==> config.mk <==
export PLATFORM = sky130hd
export DESIGN_NAME = vsr_register_file
export DESIGN_NICKNAME = d
export VERILOG_FILES = /design/src/verilog/vsr_pkg.sv /design/src/verilog/vsr_register_file.sv /design/src/verilog/vsr_sync2.sv /design/src/verilog/vsr_strap_decode.sv
export VERILOG_INCLUDE_DIRS = /design/src /design/src/verilog
export SDC_FILE = /design/constraint.sdc
export NUM_CORES = 1
export LEC_CHECK = 0
export ABC_AREA = 1
export BUFFER_PORTS_ARGS = -buffer_cell sky130_fd_sc_hd__buf_4
export CORE_MARGIN = 10
export CORE_UTILIZATION = 50
export CTS_CLUSTER_DIAMETER = 60
export DETAILED_ROUTE_END_ITERATION = 8
export GPL_ROUTABILITY_DRIVEN = 0
export PLACE_DENSITY = 0.78
export SLEW_MARGIN = 40
export SYNTH_ARGS = -nofsm -noshare
export SYNTH_HDL_FRONTEND = slang
export SYNTH_SLANG_ARGS = --single-unit
export TNS_END_PERCENT = 20
==> constraint.sdc <==
create_clock -name clk_i -period 4.05 [get_ports clk_i]
set_input_delay 0.2025 -clock clk_i [delete_from_list [all_inputs] [get_ports clk_i]]
set_output_delay 0.2025 -clock clk_i [all_outputs]
set_load 0.03 [all_outputs]
==> src/verilog/vsr_defs.svh <==
`ifndef VSR_DEFS_SVH
`define VSR_DEFS_SVH

// Register addresses
`define VSR_ADR_PRIMARY   8'h10
`define VSR_ADR_ERROR     8'h11
`define VSR_ADR_ZONE      8'h12
`define VSR_ADR_LAST      8'h1C
`define VSR_ADR_ICC       8'h21
`define VSR_ADR_TLIM      8'h22
`define VSR_ADR_SRF       8'h24
`define VSR_ADR_SRS       8'h25
`define VSR_ADR_BOOT      8'h26
`define VSR_ADR_CEIL      8'h30
`define VSR_ADR_VID       8'h31
`define VSR_ADR_PS        8'h32
`define VSR_ADR_OFS       8'h33
`define VSR_ADR_CFG       8'h34
`define VSR_ADR_SCR       8'h35

// Reset values and fixed contents
`define VSR_CEIL_RST      8'hFB
`define VSR_BYTE_ZERO     8'h00
`define VSR_PS_RST        3'h0
`define VSR_CFG_RST       2'h0
`define VSR_TEMP_LIMIT    8'h64
`define VSR_VID_TOP       8'hFF
`define VSR_VID_LOW       8'h01
`define VSR_PS_MAX        8'h03

// Field positions
`define VSR_ZONE_97       6
`define VSR_ZONE_100      7
`define VSR_CFG_HOLD      0
`define VSR_CFG_LOCK      1
`define VSR_ST1_SETTLED   0
`define VSR_ST1_THERM     1

// Acknowledge codes
`define VSR_ACK           2'b00
`define VSR_NAK           2'b01
`define VSR_REJ           2'b11

// Command codes
`define VSR_CMD_FAST      3'h1
`define VSR_CMD_SLOW      3'h2
`define VSR_CMD_DECAY     3'h3
`define VSR_CMD_PS        3'h4
`define VSR_CMD_ADR       3'h5
`define VSR_CMD_DAT       3'h6
`define VSR_CMD_GET       3'h7

// Strap decoding
`define VSR_STRAP_WAIT    2'h3
`define VSR_LVL_GND       3'h0
`define VSR_LVL_VCC       3'h7
`define VSR_ICC_STEP      13'h000A
`define VSR_FAST_SLEW_RATE_LO    8'h0A
`define VSR_FAST_SLEW_RATE_HI    8'h14
`define VSR_SLOW_SLEW_RATE_SHIFT 2

`endif

==> src/verilog/vsr_pkg.sv <==
package vsr_pkg;

  // Whole state of the register file, both regulators side by side
  typedef struct packed {
    logic [1:0][7:0] ceil;
    logic [1:0][7:0] vid;
    logic [1:0][7:0] ofs;
    logic [1:0][7:0] scr;
    logic [1:0][7:0] err;
    logic [1:0][7:0] last;
    logic [1:0][7:0] icc;
    logic [1:0][7:0] srf;
    logic [1:0][7:0] srs;
    logic [1:0][7:0] vout;
    logic [1:0][2:0] ps;
    logic [1:0][1:0] cfg;
    logic [1:0]      slewing;
    logic [1:0]      settled;
    logic [1:0]      t97;
    logic [1:0]      pend;
    logic [1:0]      off_band;
    logic [1:0]      reg_on;
    logic [1:0]      pg;
    logic [1:0]      cap_cnt;
    logic            captured;
    logic            ack_v;
    logic [1:0]      ack_c;
    logic [7:0]      ack_d;
    logic            alert_n;
    logic            hot_n;
  } vsr_state_t;

endpackage : vsr_pkg

==> src/verilog/vsr_register_file.sv <==
`timescale 1ns/1ns
`include "vsr_defs.svh"
module vsr_register_file #(
  parameter logic [7:0] BOOT_A = 8'h00,
  parameter logic [7:0] BOOT_B = 8'h00
) (
  // Clock and reset (reset is enable low)
  input  wire logic       clk_i,
  input  wire logic       reset_n_i,
  // Decoded bus commands from the framing logic
  input  wire logic       cmd_valid_i,
  input  wire logic [2:0] cmd_code_i,
  input  wire logic       cmd_reg_i,
  input  wire logic [7:0] cmd_payload_i,
  input  wire logic [7:0] error_set_i,
  input  wire logic       error_reg_i,
  // Answer to the framing logic
  output logic            ack_valid_o,
  output logic      [1:0] ack_code_o,
  output logic      [7:0] ack_data_o,
  // Pins from the board
  input  wire logic [7:0] thermistor_input_a_i,
  input  wire logic [7:0] thermistor_input_b_i,
  input  wire logic [1:0] output_settled_cmp_i,
  input  wire logic [1:0] fault_i,
  input  wire logic [2:0] current_limit_strap_a_i,
  input  wire logic [2:0] current_limit_strap_b_i,
  input  wire logic       slew_rate_strap_a_i,
  input  wire logic       slew_rate_strap_b_i,
  input  wire logic [1:0] phase_count_a_i,
  input  wire logic [1:0] phase_count_b_i,
  // Pins to the board and regulation loop
  output logic            alert_n_o,
  output logic            thermal_hot_out_n_o,
  output logic      [1:0] regulator_on_o,
  output logic      [1:0] power_good_out_o,
  output logic      [7:0] vid_target_a_o,
  output logic      [7:0] vid_target_b_o,
  output logic      [2:0] power_state_a_o,
  output logic      [2:0] power_state_b_o
);

  vsr_pkg::vsr_state_t r_reg;
  vsr_pkg::vsr_state_t r_next;

  logic [31:0]     pins_s;
  logic [7:0]      zone_a_s;
  logic [7:0]      zone_b_s;
  logic [1:0]      settle_s;
  logic [1:0]      fault_s;
  logic [1:0][2:0] cls_s;
  logic [1:0]      slew_s;
  logic [1:0][1:0] phase_s;
  logic [1:0][7:0] dec_icc;
  logic [1:0][7:0] dec_srf;
  logic [1:0][7:0] dec_srs;
  logic [1:0]      dec_off;
  logic [1:0][7:0] boot_code;

  // All board pins cross into the clock domain together
  vsr_sync2 #(.WIDTH(32)) u_sync (
    .clk_i     (clk_i),
    .reset_n_i (reset_n_i),
    .async_i   ({thermistor_input_a_i, thermistor_input_b_i, output_settled_cmp_i, fault_i,
                 current_limit_strap_a_i, current_limit_strap_b_i,
                 slew_rate_strap_a_i, slew_rate_strap_b_i, phase_count_a_i, phase_count_b_i}),
    .sync_o    (pins_s)
  );

  // Unpack the synchronised pins
  assign {zone_a_s, zone_b_s, settle_s, fault_s, cls_s[0], cls_s[1],
          slew_s[0], slew_s[1], phase_s[0], phase_s[1]} = pins_s;
  assign boot_code = {BOOT_B, BOOT_A};

  // One strap decoder per regulator
  genvar g;
  generate
    for (g = 0; g < 2; g++) begin : g_strap
      vsr_strap_decode u_dec (
        .level_i    (cls_s[g]),
        .phases_i   (phase_s[g]),
        .slew_sel_i (slew_s[g]),
        .icc_o      (dec_icc[g]),
        .off_band_o (dec_off[g]),
        .fast_slew_rate_o  (dec_srf[g]),
        .slow_slew_rate_o  (dec_srs[g])
      );
    end
  endgenerate

  // Address decode shared by the address and read commands
  function automatic logic addr_ok(input logic [7:0] a);
    case (a)
      `VSR_ADR_PRIMARY, `VSR_ADR_ERROR, `VSR_ADR_ZONE, `VSR_ADR_LAST, `VSR_ADR_ICC,
      `VSR_ADR_TLIM, `VSR_ADR_SRF, `VSR_ADR_SRS, `VSR_ADR_BOOT, `VSR_ADR_CEIL,
      `VSR_ADR_VID, `VSR_ADR_PS, `VSR_ADR_OFS, `VSR_ADR_CFG, `VSR_ADR_SCR: addr_ok = 1'b1;
      default: addr_ok = 1'b0;
    endcase
  endfunction : addr_ok

  // Next state: straps, commands, then events so a set beats a same-cycle clear
  always_comb begin
    logic [1:0]      set_pend;
    logic [1:0][7:0] zone;
    logic            t97_now;
    logic signed [9:0] sum;
    int              i;
    set_pend = 2'b00;
    zone     = {zone_b_s, zone_a_s};
    t97_now  = zone_a_s[`VSR_ZONE_97] | zone_b_s[`VSR_ZONE_97];
    sum      = '0;
    i        = int'(cmd_reg_i);
    r_next   = r_reg;
    r_next.ack_v = 1'b0;
    r_next.ack_c = `VSR_ACK;
    r_next.ack_d = `VSR_BYTE_ZERO;
    // Straps are caught once the synchroniser has filled after enable
    if (!r_reg.captured) begin
      r_next.cap_cnt = r_reg.cap_cnt + 2'h1;
      if (r_reg.cap_cnt == `VSR_STRAP_WAIT) begin
        r_next.captured = 1'b1;
        for (int k = 0; k < 2; k++) begin
          r_next.icc[k]      = dec_icc[k];
          r_next.srf[k]      = dec_srf[k];
          r_next.srs[k]      = dec_srs[k];
          r_next.off_band[k] = dec_off[k];
          r_next.vid[k]      = boot_code[k];
          r_next.slewing[k]  = boot_code[k] != `VSR_BYTE_ZERO;
        end
      end
    end
    // Settle detection on the stale target only
    for (int k = 0; k < 2; k++) begin
      if (r_reg.slewing[k] && settle_s[k]) begin
        r_next.slewing[k] = 1'b0;
        r_next.settled[k] = 1'b1;
        set_pend[k]       = 1'b1;
      end
      r_next.t97[k] = t97_now;
      if (t97_now && !r_reg.t97[k]) begin
        set_pend[k] = 1'b1;
      end
    end
    // Command decode for the addressed regulator
    if (cmd_valid_i) begin
      r_next.ack_v = 1'b1;
      case (cmd_code_i)
        `VSR_CMD_FAST, `VSR_CMD_SLOW, `VSR_CMD_DECAY: begin
          if (r_reg.cfg[i][`VSR_CFG_LOCK]) begin
            r_next.ack_c = `VSR_REJ;
          end else if (cmd_payload_i > r_reg.ceil[i]) begin
            r_next.ack_c = `VSR_NAK;
          end else if (cmd_code_i == `VSR_CMD_DECAY && cmd_payload_i > r_reg.vid[i]) begin
            r_next.ack_c = `VSR_REJ;
          end else if (cmd_payload_i != r_reg.vid[i]) begin
            r_next.vid[i]     = cmd_payload_i;
            r_next.slewing[i] = 1'b1;
            r_next.settled[i] = 1'b0;
            if (cmd_code_i != `VSR_CMD_DECAY) begin
              r_next.ps[i] = `VSR_PS_RST;
            end
          end
        end
        `VSR_CMD_PS: begin
          if (r_reg.cfg[i][`VSR_CFG_LOCK]) begin
            r_next.ack_c = `VSR_REJ;
          end else if (cmd_payload_i > `VSR_PS_MAX || r_reg.slewing[i]) begin
            r_next.ack_c = `VSR_REJ;
          end else begin
            r_next.ps[i] = cmd_payload_i[2:0];
          end
        end
        `VSR_CMD_ADR: begin
          if (addr_ok(cmd_payload_i)) begin
            r_next.scr[i] = cmd_payload_i;
          end else begin
            r_next.ack_c = `VSR_REJ;
          end
        end
        `VSR_CMD_DAT: begin
          // Only master-programmed registers take data
          case (r_reg.scr[i])
            `VSR_ADR_CEIL: r_next.ceil[i] = cmd_payload_i;
            `VSR_ADR_OFS:  r_next.ofs[i]  = cmd_payload_i;
            `VSR_ADR_CFG:  r_next.cfg[i]  = cmd_payload_i[1:0];
            `VSR_ADR_SCR:  r_next.scr[i]  = cmd_payload_i;
            default:       r_next.scr[i]  = r_reg.scr[i];
          endcase
        end
        `VSR_CMD_GET: begin
          if (!addr_ok(cmd_payload_i)) begin
            r_next.ack_c = `VSR_REJ;
          end
          case (cmd_payload_i)
            `VSR_ADR_PRIMARY: begin
              r_next.ack_d = {6'h00, r_reg.t97[i], r_reg.settled[i]};
              r_next.pend[i] = 1'b0;            // Read drops this regulator's hold on alert
            end
            `VSR_ADR_ERROR: begin
              r_next.ack_d   = r_reg.err[i];
              r_next.last[i] = r_reg.err[i];
              r_next.err[i]  = `VSR_BYTE_ZERO;
            end
            `VSR_ADR_ZONE: r_next.ack_d = zone[i];
            `VSR_ADR_LAST: r_next.ack_d = r_reg.last[i];
            `VSR_ADR_ICC:  r_next.ack_d = r_reg.icc[i];
            `VSR_ADR_TLIM: r_next.ack_d = `VSR_TEMP_LIMIT;
            `VSR_ADR_SRF:  r_next.ack_d = r_reg.srf[i];
            `VSR_ADR_SRS:  r_next.ack_d = r_reg.srs[i];
            `VSR_ADR_BOOT: r_next.ack_d = boot_code[i];
            `VSR_ADR_CEIL: r_next.ack_d = r_reg.ceil[i];
            `VSR_ADR_VID:  r_next.ack_d = r_reg.vid[i];
            `VSR_ADR_PS:   r_next.ack_d = {5'h00, r_reg.ps[i]};
            `VSR_ADR_OFS:  r_next.ack_d = r_reg.ofs[i];
            `VSR_ADR_CFG:  r_next.ack_d = {6'h00, r_reg.cfg[i]};
            `VSR_ADR_SCR:  r_next.ack_d = r_reg.scr[i];
            default:       r_next.ack_d = `VSR_BYTE_ZERO;
          endcase
        end
        default: r_next.ack_c = `VSR_REJ;
      endcase
    end
    // Events land after clears, so nothing is lost
    r_next.err[error_reg_i] = r_next.err[error_reg_i] | error_set_i;
    r_next.pend             = r_next.pend | set_pend;
    r_next.alert_n          = ~|r_next.pend;
    // Output targets and power-good per regulator
    for (int k = 0; k < 2; k++) begin
      sum = $signed({2'b00, r_next.vid[k]}) + $signed({{2{r_next.ofs[k][7]}}, r_next.ofs[k]});
      if (r_next.vid[k] == `VSR_BYTE_ZERO) begin
        r_next.vout[k] = `VSR_BYTE_ZERO;
      end else if (sum[9] || sum == '0) begin
        r_next.vout[k] = `VSR_VID_LOW;          // Never let an offset switch it off
      end else if (sum[8]) begin
        r_next.vout[k] = `VSR_VID_TOP;
      end else begin
        r_next.vout[k] = sum[7:0];
      end
      r_next.reg_on[k] = r_next.captured && !r_next.off_band[k] &&
                         r_next.vid[k] != `VSR_BYTE_ZERO;
      r_next.pg[k]     = r_next.captured && !r_next.off_band[k] && !fault_s[k] &&
                         (r_next.vid[k] != `VSR_BYTE_ZERO ||
                          r_next.cfg[k][`VSR_CFG_HOLD]);
    end
    // Independent of commands and registers
    r_next.hot_n = ~(zone_a_s[`VSR_ZONE_100] | zone_b_s[`VSR_ZONE_100]);
  end

  // Enable low restores every default
  always_ff @(posedge clk_i or negedge reset_n_i) begin
    if (!reset_n_i) begin
      r_reg         <= '0;
      r_reg.ceil    <= {`VSR_CEIL_RST, `VSR_CEIL_RST};
      r_reg.vid     <= {`VSR_BYTE_ZERO, `VSR_BYTE_ZERO};
      r_reg.ofs     <= {`VSR_BYTE_ZERO, `VSR_BYTE_ZERO};
      r_reg.cfg     <= {`VSR_CFG_RST, `VSR_CFG_RST};
      r_reg.ps      <= {`VSR_PS_RST, `VSR_PS_RST};
      r_reg.ack_c   <= `VSR_ACK;
      r_reg.alert_n <= 1'b1;
      r_reg.hot_n   <= 1'b1;
    end else begin
      r_reg <= r_next;
    end
  end

  // Outputs straight from the state flops
  assign ack_valid_o         = r_reg.ack_v;
  assign ack_code_o          = r_reg.ack_c;
  assign ack_data_o          = r_reg.ack_d;
  assign alert_n_o           = r_reg.alert_n;
  assign thermal_hot_out_n_o = r_reg.hot_n;
  assign regulator_on_o      = r_reg.reg_on;
  assign power_good_out_o    = r_reg.pg;
  assign vid_target_a_o      = r_reg.vout[0];
  assign vid_target_b_o      = r_reg.vout[1];
  assign power_state_a_o     = r_reg.ps[0];
  assign power_state_b_o     = r_reg.ps[1];

  // Checks
  logic cmd_set_vid;
  logic cmd_get;
  assign cmd_set_vid = cmd_valid_i && (cmd_code_i == `VSR_CMD_FAST || cmd_code_i == `VSR_CMD_SLOW);
  assign cmd_get     = cmd_valid_i && cmd_code_i == `VSR_CMD_GET;

  property p_hot;
    @(posedge clk_i) disable iff (!reset_n_i)
    (zone_a_s[`VSR_ZONE_100] || zone_b_s[`VSR_ZONE_100]) |=> !thermal_hot_out_n_o;
  endproperty
  a_hot: assert property (p_hot) else $error("thermal hot not pulled low");

  property p_t97;
    @(posedge clk_i) disable iff (!reset_n_i)
    $rose(zone_a_s[`VSR_ZONE_97] | zone_b_s[`VSR_ZONE_97]) |=> !alert_n_o;
  endproperty
  a_t97: assert property (p_t97) else $error("alert missing on 97 percent zone");

  property p_lock;
    @(posedge clk_i) disable iff (!reset_n_i)
    (cmd_set_vid || (cmd_valid_i && cmd_code_i == `VSR_CMD_PS)) &&
    r_reg.cfg[cmd_reg_i][`VSR_CFG_LOCK] |=> ack_code_o == `VSR_REJ && $stable(r_reg.vid);
  endproperty
  a_lock: assert property (p_lock) else $error("locked command not rejected");

  property p_ceil;
    @(posedge clk_i) disable iff (!reset_n_i)
    cmd_set_vid && !r_reg.cfg[cmd_reg_i][`VSR_CFG_LOCK] && cmd_payload_i > r_reg.ceil[cmd_reg_i]
    |=> ack_code_o == `VSR_NAK && $stable(r_reg.vid);
  endproperty
  a_ceil: assert property (p_ceil) else $error("VID above ceiling accepted");

  property p_ps_range;
    @(posedge clk_i) disable iff (!reset_n_i)
    cmd_valid_i && cmd_code_i == `VSR_CMD_PS && cmd_payload_i > `VSR_PS_MAX
    |=> ack_code_o == `VSR_REJ ##0 $stable(r_reg.ps);
  endproperty
  a_ps_range: assert property (p_ps_range) else $error("bad power state accepted");

  property p_ps_exit;
    @(posedge clk_i) disable iff (!reset_n_i)
    cmd_set_vid && !r_reg.cfg[cmd_reg_i][`VSR_CFG_LOCK] &&
    cmd_payload_i <= r_reg.ceil[cmd_reg_i] && cmd_payload_i != r_reg.vid[cmd_reg_i]
    |=> r_reg.ps[$past(cmd_reg_i)] == `VSR_PS_RST;
  endproperty
  a_ps_exit: assert property (p_ps_exit) else $error("VID change kept low power");

  property p_settle;
    @(posedge clk_i) disable iff (!reset_n_i)
    r_reg.slewing[0] && settle_s[0] && !cmd_valid_i |=> r_reg.settled[0] && !alert_n_o;
  endproperty
  a_settle: assert property (p_settle) else $error("settled flag or alert missing");

  property p_err_read;
    @(posedge clk_i) disable iff (!reset_n_i)
    cmd_get && cmd_payload_i == `VSR_ADR_ERROR && error_set_i == `VSR_BYTE_ZERO
    |=> r_reg.last[$past(cmd_reg_i)] == ack_data_o && r_reg.err[$past(cmd_reg_i)] == 8'h00;
  endproperty
  a_err_read: assert property (p_err_read) else $error("error status read not copied");

  property p_adr;
    @(posedge clk_i) disable iff (!reset_n_i)
    cmd_valid_i && cmd_code_i == `VSR_CMD_ADR && addr_ok(cmd_payload_i)
    |=> r_reg.scr[$past(cmd_reg_i)] == $past(cmd_payload_i);
  endproperty
  a_adr: assert property (p_adr) else $error("address pointer not stored");

  property p_ro;
    @(posedge clk_i) disable iff (!reset_n_i)
    cmd_valid_i && cmd_code_i == `VSR_CMD_DAT && r_reg.scr[cmd_reg_i] == `VSR_ADR_ICC && r_reg.captured
    |=> $stable(r_reg.icc) && $stable(r_reg.vid);
  endproperty
  a_ro: assert property (p_ro) else $error("read-only register written");

  property p_tlim;
    @(posedge clk_i) disable iff (!reset_n_i)
    cmd_get && cmd_payload_i == `VSR_ADR_TLIM |=> ack_valid_o && ack_data_o == 8'h64;
  endproperty
  a_tlim: assert property (p_tlim) else $error("temperature limit misread");

  property p_pg_zero;
    @(posedge clk_i) disable iff (!reset_n_i)
    r_reg.vid[0] == 8'h00 && !r_reg.cfg[0][`VSR_CFG_HOLD] |-> !power_good_out_o[0] && !regulator_on_o[0];
  endproperty
  a_pg_zero: assert property (p_pg_zero) else $error("power good high at zero VID");

  c_settle: cover property (@(posedge clk_i) disable iff (!reset_n_i) $rose(r_reg.settled[1]));
  c_nak:    cover property (@(posedge clk_i) disable iff (!reset_n_i) ack_code_o == `VSR_NAK);
  c_lock:   cover property (@(posedge clk_i) disable iff (!reset_n_i)
                            ack_valid_o && r_reg.cfg[0][`VSR_CFG_LOCK]);
  c_hot:    cover property (@(posedge clk_i) disable iff (!reset_n_i) !thermal_hot_out_n_o);

endmodule : vsr_register_file

==> src/verilog/vsr_sync2.sv <==
`timescale 1ns/1ns
module vsr_sync2 #(
  parameter int WIDTH = 1
) (
  // Clock and reset
  input  wire logic             clk_i,
  input  wire logic             reset_n_i,
  // Pins in, synchronised out
  input  wire logic [WIDTH-1:0] async_i,
  output logic      [WIDTH-1:0] sync_o
);

  typedef struct packed {
    logic [WIDTH-1:0] meta;
    logic [WIDTH-1:0] stable;
  } vsr_sync_state_t;

  vsr_sync_state_t r_reg;
  vsr_sync_state_t r_next;

  // First stage feeds only the second stage
  always_comb begin
    r_next        = r_reg;
    r_next.meta   = async_i;
    r_next.stable = r_reg.meta;
  end

  always_ff @(posedge clk_i or negedge reset_n_i) begin
    if (!reset_n_i) begin
      r_reg <= '0;
    end else begin
      r_reg <= r_next;
    end
  end

  assign sync_o = r_reg.stable;

endmodule : vsr_sync2

==> src/verilog/vsr_strap_decode.sv <==
`timescale 1ns/1ns
`include "vsr_defs.svh"
module vsr_strap_decode (
  // Strap levels, already synchronised
  input  wire logic [2:0] level_i,
  input  wire logic [1:0] phases_i,
  input  wire logic       slew_sel_i,
  // Decoded capability values
  output logic      [7:0] icc_o,
  output logic            off_band_o,
  output logic      [7:0] fast_slew_rate_o,
  output logic      [7:0] slow_slew_rate_o
);

  logic [12:0] product;

  // Per-phase limit times active phases; fits a byte for all legal levels
  always_comb begin
    product    = 13'(level_i) * `VSR_ICC_STEP * 13'(phases_i);
    icc_o      = product[7:0];
    // Strap tied to a rail lies outside every band
    off_band_o = (level_i == `VSR_LVL_GND) || (level_i == `VSR_LVL_VCC);
    fast_slew_rate_o  = slew_sel_i ? `VSR_FAST_SLEW_RATE_HI : `VSR_FAST_SLEW_RATE_LO;
    slow_slew_rate_o  = fast_slew_rate_o >> `VSR_SLOW_SLEW_RATE_SHIFT;
  end

endmodule : vsr_strap_decode

* Yosys cells after proc, flatten, opt, wreduce, memory -nomap -nowiden
Memory sizes are Yosys's and may differ from the RTL's. Index checks and enable logic that the tools add are counted.
Operators by class: $add $sub $neg 3, $mul 4, $lt $le $gt $ge 7, equality and inequality tests 40, mux-type cells 124, bitwise gates (word level) 14, reductions and logical operators 49
Operators with widths (count):
- $mux W8 | 31
- $mux W16 | 10
- $eq A8 B6 Y1 const B | 15
- $pmux W8 S15 | 1
- $bwmux W16 | 7
- $mux W80 | 1
- $mux W32 | 2
- $pmux W16 S2 | 2
- $mux W6 | 8
- $mux W2 | 17
- $eq A8 B5 Y1 const B | 4
- $mux W1 | 22
- $add A9 B8 Y10 | 2
- $logic_not A10 Y1 | 2
- $mux W4 | 5
- $eq A3 B3 Y1 const B | 6
- $ne A2 B2 Y1 const B | 9
- $and A16 B16 Y16 | 1
- $demux W8 S1 | 2
- $gt A8 B8 Y1 | 2
- $logic_not A8 Y1 | 2
- $not A16 Y16 | 1
- $reduce_bool A8 Y1 | 2
- $logic_and A1 B1 Y1 | 15
- 41 further kinds | 72
Word-level totals: flip-flop bits (word level) 257, ROM bits 128, input port bits 56, output and inout port bits 39, logic and storage cells 285, memories kept 2
Memory list:
- (no name shown) | depth 64, bits a word 1, rd ports 1, clocked after memory_dff 0, wr ports 0, line vsr_register_file.sv:93 | case (a)
- (no name shown) | depth 64, bits a word 1, rd ports 1, clocked after memory_dff 0, wr ports 0, line vsr_register_file.sv:93

* Logic depth before layout (Yosys ltp)
Gate-level depths: netlist of the first run.
depth after elaboration 16, mapped depth 37, mapped depth without buffers 34

* Hierarchy
Synthesis of the first run repeated with hierarchy kept, for this count alone.
Second synthesis, totals: cell total of the unflattened synthesis 1565, area, all modules 13783.2 µm²
Modules (own cells, without submodules):
- vsr_register_file | times used 1, cells an instance 1346, area an instance 11238.3 µm², sequential area each 4999.8 µm²
- vsr_sync2 | times used 1, cells an instance 64, area an instance 1601.5 µm², sequential area each 1601.5 µm²
- vsr_strap_decode (g_strap[1].u_dec) | times used 1, cells an instance 78, area an instance 474.2 µm², sequential area each 0.0 µm²
- vsr_strap_decode (g_strap[0].u_dec) | times used 1, cells an instance 77, area an instance 469.2 µm², sequential area each 0.0 µm²

* Least setup slack after synthesis of the first run
No wires, ideal clock.
path type input port to flip-flop, start input cmd_reg_i, end register r_reg (netlist bit vid_target_a_o[0]), library setup time 0.117 ns, data arrival time 3.929 ns, required time 3.933 ns, setup slack 0.005 ns, stages 29, path buffers 2, cells stage by stage buf_2 -> buf_1 -> mux2i_1 -> ha_1 -> nand2_1 -> nor2_1 -> nand4_1 -> inv_1 -> nor2_1 -> nand4_2 -> nand2_1 -> nand2_1 -> inv_1 -> ha_1 -> inv_1 -> fa_1 -> inv_1 -> nand4_1 -> nand3_1 -> nand2_1 -> nand2_1 -> nand2_1 -> nand2_1 -> inv_1 -> nand2_1 -> nand2_2 -> or2_1 -> nor2_1 -> nor2_1
RTL lines:
- start, declared | line vsr_register_file.sv:13 | input wire logic cmd_reg_i,
- end signal, assigned | line vsr_register_file.sv:262 | r_reg <= r_next;
- end, declared | line vsr_register_file.sv:43 | vsr_pkg::vsr_state_t r_reg;

==> flow_results.xml, run 1 <==
<?xml version="1.0" encoding="UTF-8"?>
<metrics>
  <group name="run_status">
    <metric name="status" unit="">finished, final reports clean</metric>
  </group>
  <group name="cells_and_area">
    <metric name="finalNonFillerCells" unit="">1944</metric>
    <metric name="area_growth_syn_to_layout" unit="%">24.97</metric>
    <metric name="finish.instance_area" unit="um2">15040</metric>
    <metric name="largest_register_ff_count" unit="">130</metric>
    <metric name="layout.core_utilization" unit="">0.6370</metric>
    <metric name="n_antenna_cell" unit="">0</metric>
    <metric name="share_of_layout_cells_above_drive_strength_1" unit="">0.2006</metric>
    <metric name="nets" unit="">1721</metric>
  </group>
  <group name="global_route">
    <metric name="grt_first_pass_wirelength" unit="mm">52.62</metric>
    <metric name="number_of_global_route_vias_before_repair" unit="">10170</metric>
    <metric name="grt_max_degree" unit="">104</metric>
    <metric name="grt_antenna_before_repair" unit="">0</metric>
    <metric name="globalRouteTotalUtil" unit="">0.2095</metric>
    <metric name="globalRoute.totalOverflow" unit="">0</metric>
  </group>
  <group name="setup_path">
    <metric name="crit_path_start_kind" unit="">flip-flop</metric>
    <metric name="critical_path.max_stage_delay" unit="ns">0.51</metric>
    <metric name="path_common_cell" unit="">sky130_fd_sc_hd__nand2_1</metric>
    <metric name="worst-endpoint-required" unit="ns">4.47</metric>
    <metric name="critical_path.endpoint_type" unit="">flip-flop</metric>
    <metric name="worstSetupPathType" unit="">flip-flop to flip-flop</metric>
    <metric name="worst_ep_arrival_time" unit="ns">4.41</metric>
    <metric name="largest_fanout_on_the_critical_path" unit="">3</metric>
    <metric name="r2r_cells" unit="">29</metric>
    <metric name="slowest_cell_on_crit_path" unit="">sky130_fd_sc_hd__dfstp_2</metric>
  </group>
  <group name="yosys">
    <metric name="post-synth-top-count-cell" unit="">sky130_fd_sc_hd__nand2_1</metric>
    <metric name="synth_largest_area_cell" unit="">sky130_fd_sc_hd__dfrtp_1</metric>
    <metric name="ys.flop_type" unit="">sky130_fd_sc_hd__dfrtp_1</metric>
    <metric name="syn-instance-count" unit="">1435</metric>
    <metric name="synth.area.top_cells" unit="">sky130_fd_sc_hd__dfrtp_1 45%, sky130_fd_sc_hd__nand2_1 11%, sky130_fd_sc_hd__inv_1 5.8%</metric>
    <metric name="asyncSetResetFlopFracSynth" unit="">1.000</metric>
    <metric name="synth.cell_area" unit="um2">12040</metric>
    <metric name="synth_enable_flop_cells" unit="">0</metric>
    <metric name="synth-seq-cells" unit="">233</metric>
    <metric name="synth_cell_type_count" unit="">53</metric>
    <metric name="yosysTopAreaCellShare" unit="">0.4511</metric>
    <metric name="avgSynthCellArea" unit="um2">8.388</metric>
    <metric name="yosys_warning_count" unit="">0</metric>
    <metric name="ys_seq_area_frac" unit="">0.4861</metric>
    <metric name="ys_top_cells_by_count" unit="">350 x sky130_fd_sc_hd__nand2_1, 217 x sky130_fd_sc_hd__dfrtp_1, 187 x sky130_fd_sc_hd__inv_1, 123 x sky130_fd_sc_hd__nor2_1, 121 x sky130_fd_sc_hd__o21ai_0</metric>
    <metric name="syn-num-nets" unit="">1551</metric>
  </group>
  <group name="place">
    <metric name="place_hpwl" unit="mm">23.64</metric>
    <metric name="pre_cts_slack" unit="ns">-0.02373</metric>
    <metric name="port_buffers" unit="">94</metric>
    <metric name="placed_area" unit="um2">13140</metric>
    <metric name="placed_instance_count" unit="">1830</metric>
  </group>
  <group name="pwr">
    <metric name="net-switching-power" unit="W">0.002191</metric>
    <metric name="power-per-cell-area" unit="nW/um2">473.5</metric>
    <metric name="power_frac_clock" unit="">0.359</metric>
    <metric name="leakage_power" unit="nW">7.594</metric>
    <metric name="power.sequential.fraction" unit="">0.387</metric>
    <metric name="peakVddDrop" unit="mV">0.3460</metric>
    <metric name="swShare" unit="">0.3077</metric>
    <metric name="p_comb_frac" unit="">0.254</metric>
    <metric name="p_int" unit="W">0.004931</metric>
  </group>
  <group name="timing">
    <metric name="achievable-frequency" unit="MHz">251.1</metric>
    <metric name="setup_slack" unit="ns">0.06809</metric>
    <metric name="timing_hold_violations_final" unit="">0</metric>
    <metric name="tightest_slew" unit="ns">0.7890</metric>
    <metric name="final_period_minus_worst_setup_slack" unit="ns">3.982</metric>
    <metric name="worst_slew_margin_rel" unit="">0.4721</metric>
    <metric name="period_share" unit="">0.9832</metric>
    <metric name="final-setup-viol-count" unit="">0</metric>
    <metric name="finalMaxSlewViolations" unit="">0</metric>
    <metric name="fin_worst_skew" unit="ns">0.01384</metric>
    <metric name="setup_tns" unit="ns">0</metric>
  </group>
  <group name="route">
    <metric name="detail-route-antenna-nets" unit="">0</metric>
    <metric name="drt-total-wl" unit="mm">33.97</metric>
    <metric name="post_drt_via_cell_ratio" unit="">5.487</metric>
    <metric name="drt_first_iter_violations" unit="">1444</metric>
    <metric name="number_of_remaining_drc_errors" unit="">0</metric>
    <metric name="vias" unit="">10670</metric>
    <metric name="post_drt_wl_per_cell" unit="um">17.47</metric>
    <metric name="drtPass1Iterations" unit="">7</metric>
  </group>
  <group name="clocking">
    <metric name="clk_pin_slew" unit="ns">0.06</metric>
    <metric name="clock_tree_from_tritoncts" unit="">done</metric>
    <metric name="worstSkewPairLatency" unit="ns">0.53</metric>
    <metric name="cts_buffers" unit="">26</metric>
    <metric name="clock_tree.buffer_depth" unit="">3</metric>
    <metric name="cts_htree_levels" unit="">1</metric>
    <metric name="cts-root-buf" unit="">sky130_fd_sc_hd__clkbuf_16</metric>
    <metric name="clock_sinks" unit="">233</metric>
  </group>
  <group name="floorplanning">
    <metric name="core_area" unit="um2">23610</metric>
    <metric name="ios" unit="">95</metric>
    <metric name="floorplan.initialDensity" unit="">0.5097</metric>
    <metric name="die_h" unit="um">175.2</metric>
    <metric name="floorplan.die_area" unit="um2">30680</metric>
    <metric name="num_rows" unit="">56</metric>
    <metric name="fp.dieW" unit="um">175.2</metric>
  </group>
  <group name="job">
    <metric name="max_cap_violations" unit="">0</metric>
  </group>
  <group name="worst_hold_path">
    <metric name="timing.hold.worst.class" unit="">input port to flip-flop</metric>
    <metric name="holdPathStages" unit="">3</metric>
  </group>
</metrics>
-- cell families after synthesis --
| group | count (synthesis) | synth area share |
|---|---|---|
| buf+inv | 264 | 0.09584 |
| fa+ha+maj | 60 | 0.06486 |
| compound gates | 257 | 0.1221 |
| simple gates | 591 | 0.2076 |
| mux | 12 | 0.01040 |
| xor+xnor | 18 | 0.01310 |
| flops | 233 | 0.4861 |
-- layer usage --
metal / track usage / part of all wire / vias to the layer above
li1: - / - / 4951
met1: 0.2752 / 0.40 / 5020
met2: 0.3314 / 0.46 / 568
met3: 0.04311 / 0.092 / 127
met4: 0.08584 / 0.048 / 0
met5: 0 / 0 / -
-- metrics by stage --
step / hold slack, ns / total power (W)
floorplan: -0.09309 / 0.003829
global placement: 0.2671 / 0.004280
detailed placement: 0.2763 / 0.004319
CTS: 0.01588 / 0.006923
global route: 0.06211 / 0.007446
finish: 0.03051 / 0.007122
-- final timing paths --
check                             startpoint                 to  slack, ns
setup / recovery                  r_reg[196]  vid_target_a_o[0]       0.07
hold / removal              cmd_payload_i[4]         r_reg[196]       0.03
setup reg to reg                  r_reg[196]  vid_target_a_o[0]       0.07
hold reg to reg            u_sync.r_next[26]  u_sync.sync_o[26]       0.35
max in group asynchronous          reset_n_i   u_sync.sync_o[0]       2.79
min in group asynchronous          reset_n_i         r_reg[123]       0.29
-- timing repair --
item                                   CTS  global route
pin swaps                                1            38
gates resized for setup                  3            83
hold buffers                            44             1
setup buffers                            1            18
setup endpoints to repair                6            16
endpoints found under the hold margin  129             1
cloned                                   0             1
-- cells in the final DEF, fill, tap and decap left out, types with 8 or more instances in the layout --
cell / count
sky130_fd_sc_hd__or2_2: 9
sky130_fd_sc_hd__buf_4: 161
sky130_fd_sc_hd__nor3_1: 14
sky130_fd_sc_hd__a221oi_1: 11
sky130_fd_sc_hd__inv_1: 182
sky130_fd_sc_hd__dlygate4sd3_1: 45
sky130_fd_sc_hd__nand4_1: 20
sky130_fd_sc_hd__ha_1: 46
sky130_fd_sc_hd__o21a_1: 11
sky130_fd_sc_hd__dfstp_2: 16
sky130_fd_sc_hd__clkbuf_16: 26
sky130_fd_sc_hd__nand2_1: 341
sky130_fd_sc_hd__nand3_1: 37
sky130_fd_sc_hd__nand2_2: 10
sky130_fd_sc_hd__o21ai_0: 111
sky130_fd_sc_hd__o21ai_1: 11
sky130_fd_sc_hd__o22ai_1: 10
sky130_fd_sc_hd__nor2_1: 116
sky130_fd_sc_hd__a21oi_1: 50
sky130_fd_sc_hd__inv_2: 9
sky130_fd_sc_hd__dfrtp_1: 217
sky130_fd_sc_hd__nor2_2: 8
sky130_fd_sc_hd__o21ai_2: 12
-- power groups by stage --
| stage | sequential, W | combinational [W] | clock [W] |
|---|---|---|---|
| global placement | 0.00278 | 0.00150 | 0 |
| CTS | 0.00274 | 0.00159 | 0.00259 |
| floorplan | 0.00273 | 0.00110 | 0 |
| finish | 0.00276 | 0.00181 | 0.00256 |
| global route | 0.00278 | 0.00198 | 0.00269 |
| detailed placement | 0.00278 | 0.00154 | 0 |
-- critical path: cells and delay by family (launching register included) --
kind,cells,cell delay (ns)
simple gates,18,1.74
fa+ha+maj,3,0.84
flops,1,0.51
buf+inv,6,0.46
compound gates,2,0.31
-- cell type report --
cell class | count | area (um2)
Fill cell | 1877 | 8571
Inverter | 194 | 728.2
Tap cell | 319 | 399.1
Clock buffer | 36 | 738.2
Timing Repair Buffer | 211 | 1730
Multi-Input combinational cell | 939 | 5383
Clock inverter | 12 | 212.7
Sequential cell | 233 | 5851
No activity file was read; power rests on OpenSTA's default activity.
==> run 2, diff against run 1 <==
Settings changed: SYNTH_HIERARCHICAL from default to 1.
==> run 2 against run 1 <==
Compared with the run above:
- routed wire length grew 5.7%
- combinational power decreased by 14%
- utilization is 3.3 points lower
- clock power rose by 8.2%
- register-to-register slack is essentially flat
- final cell count grew 5.8%
- fmax about the same
- critical endpoint is now vid_target_a_o[7]
- largest power group unchanged
- highest routed layer unchanged
==> flow_results.xml, run 2 <==
<?xml version="1.0" encoding="UTF-8"?>
<metrics>
  <group name="timing">
    <metric name="final_period_minus_worst_setup_slack" unit="ns">3.980</metric>
    <metric name="final-setup-viol-count" unit="">0</metric>
    <metric name="rsz0062_at_grt" unit="">true</metric>
    <metric name="fin_worst_skew" unit="ns">0.01155</metric>
    <metric name="worst_slew_margin_rel" unit="">0.5126</metric>
    <metric name="period_share" unit="">0.9827</metric>
    <metric name="tightest_slew" unit="ns">0.7312</metric>
    <metric name="finalMaxSlewViolations" unit="">0</metric>
    <metric name="setup_tns" unit="ns">0</metric>
    <metric name="achievable-frequency" unit="MHz">251.3</metric>
    <metric name="timing_hold_violations_final" unit="">0</metric>
  </group>
  <group name="yosys">
    <metric name="avgSynthCellArea" unit="um2">8.807</metric>
    <metric name="ys_top_cells_by_count" unit="">379 x sky130_fd_sc_hd__nand2_1, 247 x sky130_fd_sc_hd__dfrtp_1, 178 x sky130_fd_sc_hd__inv_1, 110 x sky130_fd_sc_hd__nor2_1, 85 x sky130_fd_sc_hd__o21ai_0</metric>
    <metric name="synth_cell_type_count" unit="">68</metric>
    <metric name="synth-seq-cells" unit="">263</metric>
    <metric name="synth_enable_flop_cells" unit="">0</metric>
    <metric name="synth_largest_area_cell" unit="">sky130_fd_sc_hd__dfrtp_1</metric>
    <metric name="yosys_warning_count" unit="">6</metric>
    <metric name="synth.area.top_cells" unit="">sky130_fd_sc_hd__dfrtp_1 45%, sky130_fd_sc_hd__nand2_1 10%, sky130_fd_sc_hd__ha_1 5.1%</metric>
    <metric name="syn-instance-count" unit="">1565</metric>
    <metric name="asyncSetResetFlopFracSynth" unit="">1.000</metric>
    <metric name="ys_seq_area_frac" unit="">0.4789</metric>
    <metric name="yosysTopAreaCellShare" unit="">0.4484</metric>
    <metric name="post-synth-top-count-cell" unit="">sky130_fd_sc_hd__nand2_1</metric>
    <metric name="synth.cell_area" unit="um2">13780</metric>
    <metric name="ys.flop_type" unit="">sky130_fd_sc_hd__dfrtp_1</metric>
  </group>
  <group name="setup_path">
    <metric name="setup.reg_to_reg.worst_slack" unit="ns">0.07</metric>
    <metric name="r2r_end" unit="">vid_target_a_o[7]</metric>
    <metric name="critical_path.max_stage_delay" unit="ns">0.53</metric>
    <metric name="worstSetupPathType" unit="">flip-flop to flip-flop</metric>
    <metric name="crit_family" unit="">simple AND/OR/NAND/NOR gates</metric>
    <metric name="slowest_cell_on_crit_path" unit="">sky130_fd_sc_hd__dfstp_2</metric>
    <metric name="worst-endpoint-required" unit="ns">4.48</metric>
    <metric name="cp_num_cells" unit="">27</metric>
    <metric name="crit_path_start_kind" unit="">flip-flop</metric>
    <metric name="regToRegStartpoint" unit="">r_reg[189]</metric>
    <metric name="crit_buf_inv" unit="">5</metric>
    <metric name="largest_fanout_on_the_critical_path" unit="">5</metric>
    <metric name="worstSetupEndpoint" unit="">vid_target_a_o[7]</metric>
    <metric name="critPathLaunch" unit="">r_reg[189]</metric>
    <metric name="critical_path.endpoint_type" unit="">flip-flop</metric>
    <metric name="worst_ep_arrival_time" unit="ns">4.41</metric>
    <metric name="r2r_cells" unit="">27</metric>
  </group>
  <group name="cells_and_area">
    <metric name="nets" unit="">1812</metric>
    <metric name="finish.instance_area" unit="um2">16320</metric>
    <metric name="share_of_layout_cells_above_drive_strength_1" unit="">0.1999</metric>
    <metric name="ff_latch_area" unit="um2">6601</metric>
    <metric name="mostFrequentLayoutCells" unit="">368 x sky130_fd_sc_hd__nand2_1, 247 x sky130_fd_sc_hd__dfrtp_1, 172 x sky130_fd_sc_hd__inv_1</metric>
    <metric name="area_growth_syn_to_layout" unit="%">18.38</metric>
    <metric name="final_common_cell" unit="">sky130_fd_sc_hd__nand2_1</metric>
    <metric name="multiInputGateArea" unit="um2">5974</metric>
    <metric name="largest_register_ff_count" unit="">160</metric>
    <metric name="n_antenna_cell" unit="">0</metric>
    <metric name="layout.core_utilization" unit="">0.6038</metric>
    <metric name="fillerInstances" unit="">2215</metric>
  </group>
  <group name="route">
    <metric name="vias" unit="">11160</metric>
    <metric name="drt_first_iter_violations" unit="">1166</metric>
    <metric name="post_drt_wl_per_cell" unit="um">17.45</metric>
    <metric name="post_drt_via_cell_ratio" unit="">5.424</metric>
    <metric name="drt-total-wl" unit="mm">35.90</metric>
    <metric name="detail-route-antenna-nets" unit="">0</metric>
    <metric name="drtPass1Iterations" unit="">5</metric>
    <metric name="number_of_remaining_drc_errors" unit="">0</metric>
  </group>
  <group name="clocking">
    <metric name="worstSkewPairLatency" unit="ns">0.55</metric>
    <metric name="cts_buffers" unit="">29</metric>
    <metric name="clock_tree.buffer_depth" unit="">3</metric>
    <metric name="cts_htree_levels" unit="">1</metric>
    <metric name="clk_pin_slew" unit="ns">0.06</metric>
    <metric name="cts-root-buf" unit="">sky130_fd_sc_hd__clkbuf_16</metric>
    <metric name="clock_tree_from_tritoncts" unit="">done</metric>
    <metric name="clock_sinks" unit="">263</metric>
  </group>
  <group name="global_route">
    <metric name="globalRouteTotalUtil" unit="">0.2053</metric>
    <metric name="globalRoute.totalOverflow" unit="">0</metric>
    <metric name="number_of_global_route_vias_before_repair" unit="">11050</metric>
    <metric name="grt_max_degree" unit="">110</metric>
    <metric name="grt_antenna_before_repair" unit="">0</metric>
    <metric name="grt_first_pass_wirelength" unit="mm">56.84</metric>
  </group>
  <group name="run_status">
    <metric name="status" unit="">finished, final reports clean</metric>
  </group>
  <group name="pwr">
    <metric name="power-per-cell-area" unit="nW/um2">450.6</metric>
    <metric name="report.power.total" unit="W">0.007352</metric>
    <metric name="leakage_power" unit="nW">8.297</metric>
    <metric name="peakVddDrop" unit="mV">0.3956</metric>
  </group>
  <group name="floorplanning">
    <metric name="ios" unit="">95</metric>
    <metric name="floorplan.die_area" unit="um2">34610</metric>
    <metric name="num_rows" unit="">60</metric>
    <metric name="fp.dieW" unit="um">186.0</metric>
    <metric name="core_area" unit="um2">27030</metric>
    <metric name="floorplan.initialDensity" unit="">0.5100</metric>
    <metric name="die_h" unit="um">186.0</metric>
  </group>
  <group name="place">
    <metric name="placed_area" unit="um2">14600</metric>
    <metric name="place_hpwl" unit="mm">25.53</metric>
    <metric name="port_buffers" unit="">94</metric>
  </group>
  <group name="job">
    <metric name="max_cap_violations" unit="">0</metric>
  </group>
  <group name="worst_hold_path">
    <metric name="timing.hold.worst.class" unit="">input port to flip-flop</metric>
  </group>
</metrics>
run 2: tightest hold or removal path, delay by kind of cell:
family	cells	cell delay (ns)
simple gates	1	0.11
buf+inv	1	0.17
compound gates	1	0.04
run 2: where the power goes:
| group | leakage [nW] | switching (W) | internal, W |
|---|---|---|---|
| Combinational | 4.73 | 0.000959 | 0.000587 |
| Clock | 0.496 | 0.00108 | 0.00169 |
| Sequential | 3.07 | 0.000151 | 0.00289 |
run 2: how the worst min path moves through the flow:
stage | from | to | cells after the start
final | cmd_payload_i[7] | r_reg[143] | 3
after global routing | cmd_payload_i[7] | r_reg[143] | 3
after CTS | cmd_payload_i[1] | r_reg[137] | 3
after detailed placement | thermistor_input_a_i[5] | u_sync/r_next[29] | 1
after global placement | phase_count_a_i[1] | u_sync/r_next[3] | 1
after floorplan | reset_n_i | ack_code_o[0] | 0
run 2: layout make-up:
cell class                      instances  area share
Sequential cell                       263      0.4046
Inverter                              194     0.04463
Timing Repair Buffer                  188     0.09662
Clock buffer                           35     0.04770
Multi-Input combinational cell       1020      0.3662
Clock inverter                         16     0.01419
Tap cell                              341     0.02615
run 2: what timing repair did:
action                                  4_1_cts  5_1_grt
endpoints found under the setup margin        0       16
endpoints found under the hold margin       150        0
hold buffers                                 50        0
gates resized for setup                       0       42
buffers inserted                              0        3
run 2: logic make-up after synthesis:
group	count (synthesis)	synth area share
AOI/OAI and AO/OA	245	0.1048
xor gates and xnor gates	21	0.01389
adders and majority gates	60	0.05664
buffers and inverters	302	0.1052
DFF	263	0.4789
muxes	55	0.04357
other	2	0.0005449
and+or+nand+nor	617	0.1964
run 2: layer usage:
layer	vias up	track usage	part of all wire
met1	5346	0.2637	0.42
met3	107	0.04094	0.075
met4	0	0.08255	0.045
li1	5251	-	-
met5	-	0	0
met2	454	0.3331	0.46
run 2: per-stage QoR:
step	worst slack, ns	std cells	hold WS [ns]
2_1_floorplan	0.03609	1583	-0.09309
3_3_place_gp	-0.1088	1950	0.3116
3_5_place_dp	-0.2144	1950	0.3129
4_1_cts	0.01234	2051	0.003407
5_1_grt	-0.09568	2057	0.007216
6_report	0.07019	2057	0.01291
